## config.mk

```make
export PLATFORM = sky130hd
export DESIGN_NAME = iop_port
export DESIGN_NICKNAME = d
export VERILOG_FILES = /design/src/design/iop_pkg.sv /design/src/design/iop_port.sv
export SDC_FILE = /design/constraint.sdc
export NUM_CORES = 1
export LEC_CHECK = 0
export ABC_AREA = 1
export BUFFER_PORTS_ARGS = -buffer_cell sky130_fd_sc_hd__buf_2
export CORE_UTILIZATION = 55
export CTS_BUF_LIST = sky130_fd_sc_hd__clkbuf_8
export DETAILED_ROUTE_END_ITERATION = 8
export PLACE_DENSITY_LB_ADDON = 0.05
export SETUP_SLACK_MARGIN = 0.5
export SYNTH_ARGS = -nofsm -noshare
export SYNTH_HDL_FRONTEND = slang
export SYNTH_SLANG_ARGS = --single-unit
export TNS_END_PERCENT = 10
```

## constraint.sdc

```tcl
create_clock -name clk -period 3.5 [get_ports clk]
set_clock_uncertainty 0.1 [all_clocks]
set_input_delay 0.35 -clock clk [delete_from_list [all_inputs] [get_ports clk]]
set_output_delay 0.35 -clock clk [all_outputs]
set_load 0.1 [all_outputs]
```

## src/design/iop_pkg.sv

```systemverilog
/*
 Package for the port drive mode controller: register map, field layout, drive codes, pad control struct.
 Assumes one 8-pin port, two USB-capable pins at bits 7 and 6, and a simple strobe register port.
*/
package iop_pkg;
    localparam int          IOP_PINS          = 8;
    localparam int          IOP_ADDR_W        = 8;
    localparam int          IOP_DATA_W        = 8;
    localparam int          IOP_AUX_W         = 16;
    // Port form registers
    localparam logic [7:0]  ADDR_OUT_VALUE    = 8'h00;
    localparam logic [7:0]  ADDR_PIN_STATE    = 8'h01;
    localparam logic [7:0]  ADDR_DRIVE0       = 8'h02;
    localparam logic [7:0]  ADDR_DRIVE1       = 8'h03;
    localparam logic [7:0]  ADDR_DRIVE2       = 8'h04;
    localparam logic [7:0]  ADDR_BYPASS       = 8'h05;
    localparam logic [7:0]  ADDR_REGULATED    = 8'h06;
    localparam logic [7:0]  ADDR_INT_RISE     = 8'h07;
    localparam logic [7:0]  ADDR_INT_FALL     = 8'h08;
    localparam logic [7:0]  ADDR_INT_STATUS   = 8'h09;
    localparam logic [7:0]  ADDR_BIDIR_EN     = 8'h0A;
    localparam logic [7:0]  ADDR_USB_DRIVE_EN = 8'h0B;
    localparam logic [7:0]  ADDR_USB_PULL_EN  = 8'h0C;
    localparam logic [7:0]  ADDR_USB_MODE     = 8'h0D;
    localparam logic [7:0]  ADDR_RESET_DRIVE  = 8'h0E;
    localparam logic [7:0]  ADDR_PIN_BASE     = 8'h10;
    localparam logic [7:0]  ADDR_PIN_LAST     = 8'h17;
    // Per-pin register fields
    localparam int          PF_OUT            = 0;
    localparam int          PF_STATE          = 1;
    localparam int          PF_DM_LO          = 2;
    localparam int          PF_DM_HI          = 4;
    localparam int          PF_BYPASS         = 5;
    localparam int          PF_RISE           = 6;
    localparam int          PF_FALL           = 7;
    // Drive select codes
    localparam logic [2:0]  DM_ANALOG_Z       = 3'h0;
    localparam logic [2:0]  DM_DIGITAL_Z      = 3'h1;
    localparam logic [2:0]  DM_RES_UP         = 3'h2;
    localparam logic [2:0]  DM_RES_DOWN       = 3'h3;
    localparam logic [2:0]  DM_OD_LOW         = 3'h4;
    localparam logic [2:0]  DM_OD_HIGH        = 3'h5;
    localparam logic [2:0]  DM_STRONG         = 3'h6;
    localparam logic [2:0]  DM_RES_BOTH       = 3'h7;
    localparam logic [7:0]  RESET_DRIVE_DEF   = 8'h00;
    localparam logic [7:0]  USB_PIN_MASK      = 8'hC0;
    localparam int          PULL_OHMS         = 5000;

    typedef struct packed {
        logic strong_hi;
        logic strong_lo;
        logic res_hi;
        logic res_lo;
        logic in_en;
    } iop_pad_s;
endpackage

```

## src/design/iop_port.sv

```systemverilog
/*
 One I/O port: drive mode decode, USB pin drive, port and pin register forms, edge interrupts.
 Assumes pins and routed signals are synchronous to clk and the pad cell acts on the pad struct.
*/
`timescale 1ns/10ps
// How it works
// - Three-bit drive select gives eight modes
// - Drive follows output value or bypass signal
// - Code 4: low strong, high floats
// - Code 5: high strong, low floats
// - Code 7: resistive pull both ways
// - No resistive pulls in regulated output
// - USB pins use drive and pull enables
// - USB pins: zero strong low, one per enables
// - USB mode ignores USB pin enables
// - Port drive writes skip USB pin bits
// - Per-pin rising, falling or both edge interrupt
// - One interrupt line for the port
// - Pin state read apart from output value
// - Port and pin forms share storage
// - Reset drive pattern writable, but reset reloads RESET_DRIVE_DEF before it is applied
// - CPU and DMA read and write pins
// - Event sets status bit, requests interrupt
// - Auxiliary enable switches digital Z and drive
// - Pin register holds the eight field bits of one pin
module iop_port
    import iop_pkg::*;
(
    input  wire logic                            clk,
    input  wire logic                            rst_n,
    input  wire logic [iop_pkg::IOP_ADDR_W-1:0]  addr,
    input  wire logic [iop_pkg::IOP_DATA_W-1:0]  wdata,
    input  wire logic                            wr_stb,
    input  wire logic                            rd_stb,
    output logic      [iop_pkg::IOP_DATA_W-1:0]  rdata,
    input  wire logic [iop_pkg::IOP_PINS-1:0]    pin_in,
    input  wire logic [iop_pkg::IOP_PINS-1:0]    bypass_in,
    input  wire logic [iop_pkg::IOP_AUX_W-1:0]   aux_oe,
    input  wire logic [31:0]                     aux_sel,
    output iop_pkg::iop_pad_s [iop_pkg::IOP_PINS-1:0] pad_ctrl,
    output logic      [iop_pkg::IOP_PINS-1:0]    pin_sync,
    output logic                                 port_irq
);
    import iop_pkg::*;

    logic [7:0] out_ff, dm0_ff, dm1_ff, dm2_ff, byp_ff, reg_ff, rise_ff, fall_ff;
    logic [7:0] stat_ff, bidir_ff, usb_drv_ff, usb_pull_ff, rst_drv_ff;
    logic       usb_mode_ff;
    logic       init_ff;
    logic [7:0] sync1_ff, sync2_ff, prev_ff;
    logic [7:0] rdata_ff;
    logic [7:0] edge_evt;
    logic       pin_wr;
    logic [2:0] pin_idx;

    // ----------------------------------------
    // Helpers
    // ----------------------------------------
    function automatic logic [7:0] merge_port(input logic [7:0] old, input logic [7:0] nv);
        merge_port = (old & USB_PIN_MASK) | (nv & ~USB_PIN_MASK);
    endfunction

    assign pin_wr  = wr_stb && (addr >= ADDR_PIN_BASE) && (addr <= ADDR_PIN_LAST);
    assign pin_idx = addr[2:0];

    // ----------------------------------------
    // Configuration storage
    // ----------------------------------------
    // Reset drive pattern is applied once after reset release, since an async reset may only load constants
    always_ff @(posedge clk or negedge rst_n) begin
        if (!rst_n) begin
            rst_drv_ff <= RESET_DRIVE_DEF;
        end else if (wr_stb && addr == ADDR_RESET_DRIVE) begin
            rst_drv_ff <= wdata;
        end
    end

    always_ff @(posedge clk or negedge rst_n) begin
        if (!rst_n) begin
            init_ff <= 1'b1;
        end else begin
            init_ff <= 1'b0;
        end
    end

    always_ff @(posedge clk or negedge rst_n) begin
        if (!rst_n) begin
            out_ff  <= 8'h00;
            dm0_ff  <= 8'h00;
            dm1_ff  <= 8'h00;
            dm2_ff  <= 8'h00;
            byp_ff  <= 8'h00;
            rise_ff <= 8'h00;
            fall_ff <= 8'h00;
        end else if (init_ff) begin
            // Pattern bit set selects digital Z, clear leaves analog Z
            dm0_ff <= rst_drv_ff & ~USB_PIN_MASK;
        end else if (wr_stb) begin
            if (addr == ADDR_OUT_VALUE) begin
                out_ff <= wdata;
            end else if (addr == ADDR_DRIVE0) begin
                dm0_ff <= merge_port(dm0_ff, wdata);
            end else if (addr == ADDR_DRIVE1) begin
                dm1_ff <= merge_port(dm1_ff, wdata);
            end else if (addr == ADDR_DRIVE2) begin
                dm2_ff <= merge_port(dm2_ff, wdata);
            end else if (addr == ADDR_BYPASS) begin
                byp_ff <= wdata;
            end else if (addr == ADDR_INT_RISE) begin
                rise_ff <= wdata;
            end else if (addr == ADDR_INT_FALL) begin
                fall_ff <= wdata;
            end else if (pin_wr) begin
                out_ff[pin_idx]  <= wdata[PF_OUT];
                byp_ff[pin_idx]  <= wdata[PF_BYPASS];
                rise_ff[pin_idx] <= wdata[PF_RISE];
                fall_ff[pin_idx] <= wdata[PF_FALL];
                if (!USB_PIN_MASK[pin_idx]) begin
                    dm0_ff[pin_idx] <= wdata[PF_DM_LO];
                    dm1_ff[pin_idx] <= wdata[PF_DM_LO+1];
                    dm2_ff[pin_idx] <= wdata[PF_DM_HI];
                end
            end
        end
    end

    always_ff @(posedge clk or negedge rst_n) begin
        if (!rst_n) begin
            reg_ff      <= 8'h00;
            bidir_ff    <= 8'h00;
            usb_drv_ff  <= 8'h00;
            usb_pull_ff <= 8'h00;
            usb_mode_ff <= 1'b0;
        end else if (wr_stb) begin
            if (addr == ADDR_REGULATED) begin
                reg_ff <= wdata & ~USB_PIN_MASK;
            end else if (addr == ADDR_BIDIR_EN) begin
                bidir_ff <= wdata;
            end else if (addr == ADDR_USB_DRIVE_EN) begin
                usb_drv_ff <= wdata & USB_PIN_MASK;
            end else if (addr == ADDR_USB_PULL_EN) begin
                usb_pull_ff <= wdata & USB_PIN_MASK;
            end else if (addr == ADDR_USB_MODE) begin
                usb_mode_ff <= wdata[0];
            end
        end
    end

    // ----------------------------------------
    // Input sync and edge interrupts
    // ----------------------------------------
    always_ff @(posedge clk or negedge rst_n) begin
        if (!rst_n) begin
            sync1_ff <= 8'h00;
            sync2_ff <= 8'h00;
            prev_ff  <= 8'h00;
        end else begin
            sync1_ff <= pin_in;
            sync2_ff <= sync1_ff;
            prev_ff  <= sync2_ff;
        end
    end

    assign edge_evt = (rise_ff & sync2_ff & ~prev_ff) | (fall_ff & ~sync2_ff & prev_ff);

    // Status clears on read; a new event in the read cycle stays set
    always_ff @(posedge clk or negedge rst_n) begin
        if (!rst_n) begin
            stat_ff <= 8'h00;
        end else if (rd_stb && addr == ADDR_INT_STATUS) begin
            stat_ff <= edge_evt;
        end else begin
            stat_ff <= stat_ff | edge_evt;
        end
    end

    assign port_irq = |stat_ff;
    assign pin_sync = sync2_ff;

    // ----------------------------------------
    // Drive decode
    // ----------------------------------------
    always_comb begin
        logic [2:0] dm;
        logic       v;
        logic       oe;
        dm = 3'h0;
        v  = 1'b0;
        oe = 1'b0;
        for (int i = 0; i < IOP_PINS; i++) begin
            v  = byp_ff[i] ? bypass_in[i] : out_ff[i];
            dm = {dm2_ff[i], dm1_ff[i], dm0_ff[i]};
            oe = aux_oe[aux_sel[i*4 +: 4]];
            if (bidir_ff[i] && !oe) begin
                dm = DM_DIGITAL_Z;
            end
            if (reg_ff[i] && (dm == DM_RES_UP || dm == DM_RES_DOWN || dm == DM_RES_BOTH)) begin
                dm = DM_STRONG;
            end
            pad_ctrl[i] = '0;
            pad_ctrl[i].in_en = (dm != DM_ANALOG_Z);
            if (USB_PIN_MASK[i]) begin
                pad_ctrl[i].in_en = 1'b1;
                if (usb_mode_ff) begin
                    pad_ctrl[i] = '0;
                end else if (!v) begin
                    pad_ctrl[i].strong_lo = 1'b1;
                end else if (usb_drv_ff[i]) begin
                    pad_ctrl[i].strong_hi = 1'b1;
                end else begin
                    pad_ctrl[i].res_hi = usb_pull_ff[i];
                end
            end else begin
                case (dm)
                    DM_RES_UP: begin
                        pad_ctrl[i].res_hi    = v;
                        pad_ctrl[i].strong_lo = !v;
                    end
                    DM_RES_DOWN: begin
                        pad_ctrl[i].strong_hi = v;
                        pad_ctrl[i].res_lo    = !v;
                    end
                    DM_OD_LOW: begin
                        pad_ctrl[i].strong_lo = !v;
                    end
                    DM_OD_HIGH: begin
                        pad_ctrl[i].strong_hi = v;
                    end
                    DM_STRONG: begin
                        pad_ctrl[i].strong_hi = v;
                        pad_ctrl[i].strong_lo = !v;
                    end
                    DM_RES_BOTH: begin
                        pad_ctrl[i].res_hi = v;
                        pad_ctrl[i].res_lo = !v;
                    end
                    default: begin
                    end
                endcase
            end
        end
    end

    // ----------------------------------------
    // Read data
    // ----------------------------------------
    always_ff @(posedge clk or negedge rst_n) begin
        if (!rst_n) begin
            rdata_ff <= 8'h00;
        end else if (rd_stb) begin
            if (addr == ADDR_OUT_VALUE) begin
                rdata_ff <= out_ff;
            end else if (addr == ADDR_PIN_STATE) begin
                rdata_ff <= sync2_ff;
            end else if (addr == ADDR_DRIVE0) begin
                rdata_ff <= dm0_ff;
            end else if (addr == ADDR_DRIVE1) begin
                rdata_ff <= dm1_ff;
            end else if (addr == ADDR_DRIVE2) begin
                rdata_ff <= dm2_ff;
            end else if (addr == ADDR_BYPASS) begin
                rdata_ff <= byp_ff;
            end else if (addr == ADDR_REGULATED) begin
                rdata_ff <= reg_ff;
            end else if (addr == ADDR_INT_RISE) begin
                rdata_ff <= rise_ff;
            end else if (addr == ADDR_INT_FALL) begin
                rdata_ff <= fall_ff;
            end else if (addr == ADDR_INT_STATUS) begin
                rdata_ff <= stat_ff;
            end else if (addr == ADDR_BIDIR_EN) begin
                rdata_ff <= bidir_ff;
            end else if (addr == ADDR_USB_DRIVE_EN) begin
                rdata_ff <= usb_drv_ff;
            end else if (addr == ADDR_USB_PULL_EN) begin
                rdata_ff <= usb_pull_ff;
            end else if (addr == ADDR_USB_MODE) begin
                rdata_ff <= {7'h00, usb_mode_ff};
            end else if (addr == ADDR_RESET_DRIVE) begin
                rdata_ff <= rst_drv_ff;
            end else if (addr >= ADDR_PIN_BASE && addr <= ADDR_PIN_LAST) begin
                rdata_ff <= {fall_ff[pin_idx], rise_ff[pin_idx], byp_ff[pin_idx], dm2_ff[pin_idx],
                             dm1_ff[pin_idx], dm0_ff[pin_idx], sync2_ff[pin_idx], out_ff[pin_idx]};
            end else begin
                rdata_ff <= 8'h00;
            end
        end else begin
            rdata_ff <= 8'h00;
        end
    end

    assign rdata = rdata_ff;

    // ----------------------------------------
    // Checks
    // ----------------------------------------
    // Held off until two edges after release, since the flops hold zero while the pins still move
    a_sync_two_flops: assert property (@(posedge clk) disable iff (!rst_n)
        $past(rst_n, 2) |-> (sync2_ff == $past(pin_in, 2))) else $error("pin sync latency wrong");
    a_rise_sets_status: assert property (@(posedge clk) disable iff (!rst_n)
        (rise_ff[0] && $rose(sync2_ff[0])) |=> stat_ff[0]) else $error("rising edge lost");
    a_irq_follows_status: assert property (@(posedge clk) disable iff (!rst_n)
        (|edge_evt) |=> port_irq) else $error("no port interrupt");
    a_irq_one_line: assert property (@(posedge clk) disable iff (!rst_n)
        port_irq == (stat_ff != 8'h00)) else $error("irq not status or");
    a_od_low_float: assert property (@(posedge clk) disable iff (!rst_n)
        ({dm2_ff[0], dm1_ff[0], dm0_ff[0]} == DM_OD_LOW && !bidir_ff[0] && out_ff[0] && !byp_ff[0])
        |-> (pad_ctrl[0].strong_lo == 1'b0 && pad_ctrl[0].strong_hi == 1'b0)) else $error("open drain low");
    a_od_high_drive: assert property (@(posedge clk) disable iff (!rst_n)
        ({dm2_ff[0], dm1_ff[0], dm0_ff[0]} == DM_OD_HIGH && !bidir_ff[0] && !byp_ff[0])
        |-> (pad_ctrl[0].strong_hi == out_ff[0] && !pad_ctrl[0].strong_lo)) else $error("open drain high");
    a_usb_zero_low: assert property (@(posedge clk) disable iff (!rst_n)
        (!usb_mode_ff && !out_ff[7] && !byp_ff[7]) |-> pad_ctrl[7].strong_lo) else $error("usb low");
    a_usb_mode_off: assert property (@(posedge clk) disable iff (!rst_n)
        usb_mode_ff |-> (pad_ctrl[6] == '0 && pad_ctrl[7] == '0)) else $error("usb mode drive");
    a_regulated_no_pull: assert property (@(posedge clk) disable iff (!rst_n)
        reg_ff[3] |-> (!pad_ctrl[3].res_hi && !pad_ctrl[3].res_lo)) else $error("pull in regulated");
    a_usb_bits_kept: assert property (@(posedge clk) disable iff (!rst_n)
        (wr_stb && addr == ADDR_DRIVE0 && !init_ff) |=> (dm0_ff[7:6] == $past(dm0_ff[7:6])))
        else $error("usb drive bits changed");
    a_read_next_cycle: assert property (@(posedge clk) disable iff (!rst_n)
        (rd_stb && addr == ADDR_PIN_STATE) |=> (rdata == $past(sync2_ff))) else $error("pin state read");
    a_strong_both: assert property (@(posedge clk) disable iff (!rst_n)
        ({dm2_ff[0], dm1_ff[0], dm0_ff[0]} == DM_STRONG && !bidir_ff[0] && !byp_ff[0])
        |-> (pad_ctrl[0].strong_hi == out_ff[0] && pad_ctrl[0].strong_lo == !out_ff[0])) else $error("strong drive");
    a_res_both_pull: assert property (@(posedge clk) disable iff (!rst_n)
        ({dm2_ff[0], dm1_ff[0], dm0_ff[0]} == DM_RES_BOTH && !bidir_ff[0] && !byp_ff[0] && !reg_ff[0])
        |-> (pad_ctrl[0].res_hi == out_ff[0] && pad_ctrl[0].res_lo == !out_ff[0])) else $error("pull both ways");
    a_usb_drive_high: assert property (@(posedge clk) disable iff (!rst_n)
        (!usb_mode_ff && out_ff[7] && !byp_ff[7] && usb_drv_ff[7]) |-> pad_ctrl[7].strong_hi) else $error("usb high");
    a_usb_pull_high: assert property (@(posedge clk) disable iff (!rst_n)
        (!usb_mode_ff && out_ff[7] && !byp_ff[7] && !usb_drv_ff[7])
        |-> (pad_ctrl[7].res_hi == usb_pull_ff[7] && !pad_ctrl[7].strong_hi)) else $error("usb pull");
    a_bidir_digital_z: assert property (@(posedge clk) disable iff (!rst_n)
        (bidir_ff[3] && !aux_oe[aux_sel[15:12]]) |-> (pad_ctrl[3] == 5'h01)) else $error("bidir not digital z");
    a_status_clear_read: assert property (@(posedge clk) disable iff (!rst_n)
        (rd_stb && addr == ADDR_INT_STATUS && edge_evt == 8'h00) |=> (stat_ff == 8'h00)) else $error("status kept");
    a_rdata_idle_zero: assert property (@(posedge clk) disable iff (!rst_n)
        !rd_stb |=> (rdata == 8'h00)) else $error("read data not idle");
    a_pin_form_dm: assert property (@(posedge clk) disable iff (!rst_n)
        (pin_wr && !init_ff && pin_idx == 3'h3)
        |=> ({dm2_ff[3], dm1_ff[3], dm0_ff[3]} == $past(wdata[PF_DM_HI:PF_DM_LO]))) else $error("pin form drive");
    a_reset_pattern: assert property (@(posedge clk) disable iff (!rst_n)
        init_ff |=> (dm0_ff == ($past(rst_drv_ff) & ~USB_PIN_MASK))) else $error("reset pattern");
endmodule

```

==> run metrics <==
critical path data required time 3.05 ns; Slew @ Worst Pin 1.024 ns; global-route wire length before repair 47330 um; routed wire length 31040 um; sequential cell area fraction in the yosys report 36.19%; maximum clock insertion buffer count 2; area of the mapped netlist 8577 sq um; worst ir drop on vdd 0.0002884 V; power density over cell area 361.5 nW/um^2; Layout Cells excl Fill 1575; Worst R2R Path Depth 10; crit path launch type input pin; number of primary I/O pins 141; signal arrival time at the worst endpoint 2.40 ns; via count of the first global-routing pass 8414; routability-driven placement congestion ratio 1.017; dominant cells by area after synthesis dfrtp_1 36%, nand2_1 13%, o21ai_0 7.2%; share of final-layout standard cells stronger than drive strength 1 18.39%; maximum level of the CTS H-tree 4; total buffers and inverters traversed by the critical path 5; Mean Syn Cell Area 6.873 sq um; register-to-register setup slack 1.38 ns; clock transition at the registers of the reported paths 0.08 ns; capturing instance or port of the critical path pad_ctrl[29]; final setup violating endpoints 0; area of the die 16100 sq um; remaining max-slew budget at the tightest pin 31.02%; Distinct cells, synth 49; Sequential Area 3104 sq um; standard-cell rows 45; starting density of the core 56.42%; # fillers 1413; number of DRC violations after detailed-routing iteration 0 1222; critical-path cell list buf_2 > a21oi_1 > o21ai_0 > nand3_1 > nand3_1 > nand3_1 > nand2_1 > inv_1 > o211ai_2 > nand2_2 > inv_1 > nand2_1 > inv_1 > nand2_1 > nand2_1 > nor2_1 > clkbuf_4; DR WL/cell 19.71 um; total global routing track utilization 39.60%; largest net degree at the start of global routing 59; Detail Placement HPWL 22920 um; reg-to-reg endpoint rdata[4]; vias after detailed routing 9383; final period demand of the worst path 2.854 ns; master of the slowest instance on the critical path clkbuf_4; most common cell type on the critical path nand2_1; Hold/Removal Path Class in2reg; final cycle utilization of the critical path 81.55%; global-route congestion overflow total 0; total CTS buffers 17; kind of cell with the highest combined delay on the critical path simple AND/OR/NAND/NOR gates; start-to-end type of the worst setup path in2out; TritonCTS clock tree done; critical path depth 17; Core Box Area 15200 sq um; number of failing hold endpoints at the final stage 0; Ant. Diodes 0; flops & latches, synth 124; number of warnings printed during yosys synthesis 0; multi-input logic area 4566 sq um; Vias/cell 5.957; width of the chip 126.9 um; layout-stage area growth over the synthesis result 15.20%; slowest stage delay, CP 0.35 ns; type of destination of the critical path primary output; number of detailed-route iterations in the first pass 6; Buffers on Ports 130; Syn Inst Count 1248; setup repair after global routing missed its margin yes; critical path launch point aux_sel[20]; total negative slack 0 ns; DRC viols 0; post-route core utilization 65.00%; biggest area consumer among synthesized cells dfrtp_1; Synth top area share 35.89%; fin. max-slew vios 0; run status finished, final reports clean; TritonCTS sink count 124; placed insts 1534; maximum capacitance violations 0; antenna violations before repair 0; share of synthesized flip-flops with an asynchronous set or reset 100.0%; most frequently used flop master after synthesis dfrtp_1; die outline height 126.9 um; number of enable flip-flop cells after synthesis 0; antenna violation net count after detailed routing 0; maximum fanout count along the critical path 16; # nets final 1458; cell leakage power 4.780 nW; clock network latency to the later pin of the worst-skew pair 0.47 ns; highest clock rate 0.3504 GHz; start of the worst register-to-register path dm2_ff[4]; clock tree root driver cell clkbuf_8
## tightest hold or removal path: stages
cell and delay (ns):
buf_2 0.15, o21ai_0 0.08, a21oi_1 0.05
## metrics by stage
stage          area (sq um)  worst slack (ns)  total power (W)  hold slack (ns)
3_5_place_dp           9351            0.5986         0.002195           0.2358
5_1_grt                9881            0.4058         0.003689          0.09645
4_1_cts                9863            0.5839         0.003562          0.07193
2_1_floorplan          8597          -0.03303         0.001983         -0.04559
6_report               9881            0.6459         0.003572          0.09682
3_3_place_gp           9351            0.6294         0.002190           0.2324
## sequential cells by signal, summed over array words and instances (netlist names)
signal,count
sync1_ff,8
rst_drv_ff,8
usb_pull_ff,2
bidir_ff,8
rdata,8
out_ff,8
dm2_ff,8
usb_drv_ff,2
byp_ff,8
dm0_ff,8
stat_ff,8
fall_ff,8
init_ff,1
usb_mode_ff,1
reg_ff,6
prev_ff,8
rise_ff,8
pin_sync,8
dm1_ff,8
## per-layer routing
layer  global-route usage (%)  share of wire [%]
met1                    52.67                 41
met2                    60.83                 44
met3                    9.110                 11
met4                    19.89                4.7
met5                        0                  0
## how the worst min path moves through the flow
stage / cells past startpoint / slack, ns / start / to
finish: 3 / 0.1 / rd_stb / rdata[5]
floorplan: 0 / -0.05 / rst_n / bidir_ff[0]
global placement: 0 / 0.23 / sync1_ff[4] / pin_sync[4]
detailed placement: 1 / 0.24 / rst_n / rdata[1]
CTS: 3 / 0.07 / rd_stb / rdata[5]
global route: 3 / 0.1 / rd_stb / rdata[4]
## cell usage after synthesis, types with 4 or more instances
cell and number:
nand2_1 308, inv_1 138, dfrtp_1 123, o21ai_0 123, nor2_1 96, a21oi_1 86
nand3_1 72, o211ai_1 40, o21ai_1 35, clkbuf_1 18, inv_2 18, buf_2 16
a22oi_1 15, nand2_2 14, o22ai_1 14, buf_4 12, nor3_1 12, nand4_1 11
a221oi_1 9, nor4_1 8, nor2_2 6, nor2_4 6, a211oi_1 5, clkinv_1 5
a31oi_1 4, buf_6 4, nand2_4 4, nand3_2 4, nand3b_1 4, o2111ai_1 4
## cell families after synthesis
logic type | Yosys count | synth area share, %
DFF | 124 | 36.19
AOI/OAI and AO/OA | 350 | 24.20
other | 1 | 0.04372
buffers and inverters | 219 | 10.81
and+or+nand+nor | 553 | 28.64
muxes | 1 | 0.1167
## timing repair
item	4_1_cts	5_1_grt
resized for setup	0	7
endpoints found under the hold margin	44	0
hold buffers	9	0
setup endpoints to repair	0	11
buffers inserted	0	0
## layout make-up
cell class | instances | area share, %
flip-flops and latches | 124 | 31.42
inverters | 164 | 6.306
clock inverters | 15 | 1.899
multi-input cells | 907 | 46.21
clock buffers | 17 | 2.368
well taps | 188 | 2.381
repair buffers | 160 | 9.421
## layout by cell type, fill, tap and decap left out, types with 35 or more instances in the layout
cell type  count
buf_2        122
o21ai_1       35
nor2_1        96
o211ai_1      40
dfrtp_1      123
inv_1        139
a21oi_1       84
nand3_1       72
nand2_1      308
o21ai_0      123
## where the power goes
part	switching [W]	internal (W)	leakage, nW
sequential	0.0000484	0.00148	1.53
clock	0.000665	0.000717	0.210
combinational	0.000505	0.000162	3.04
(Power assumes the default switching activity.)
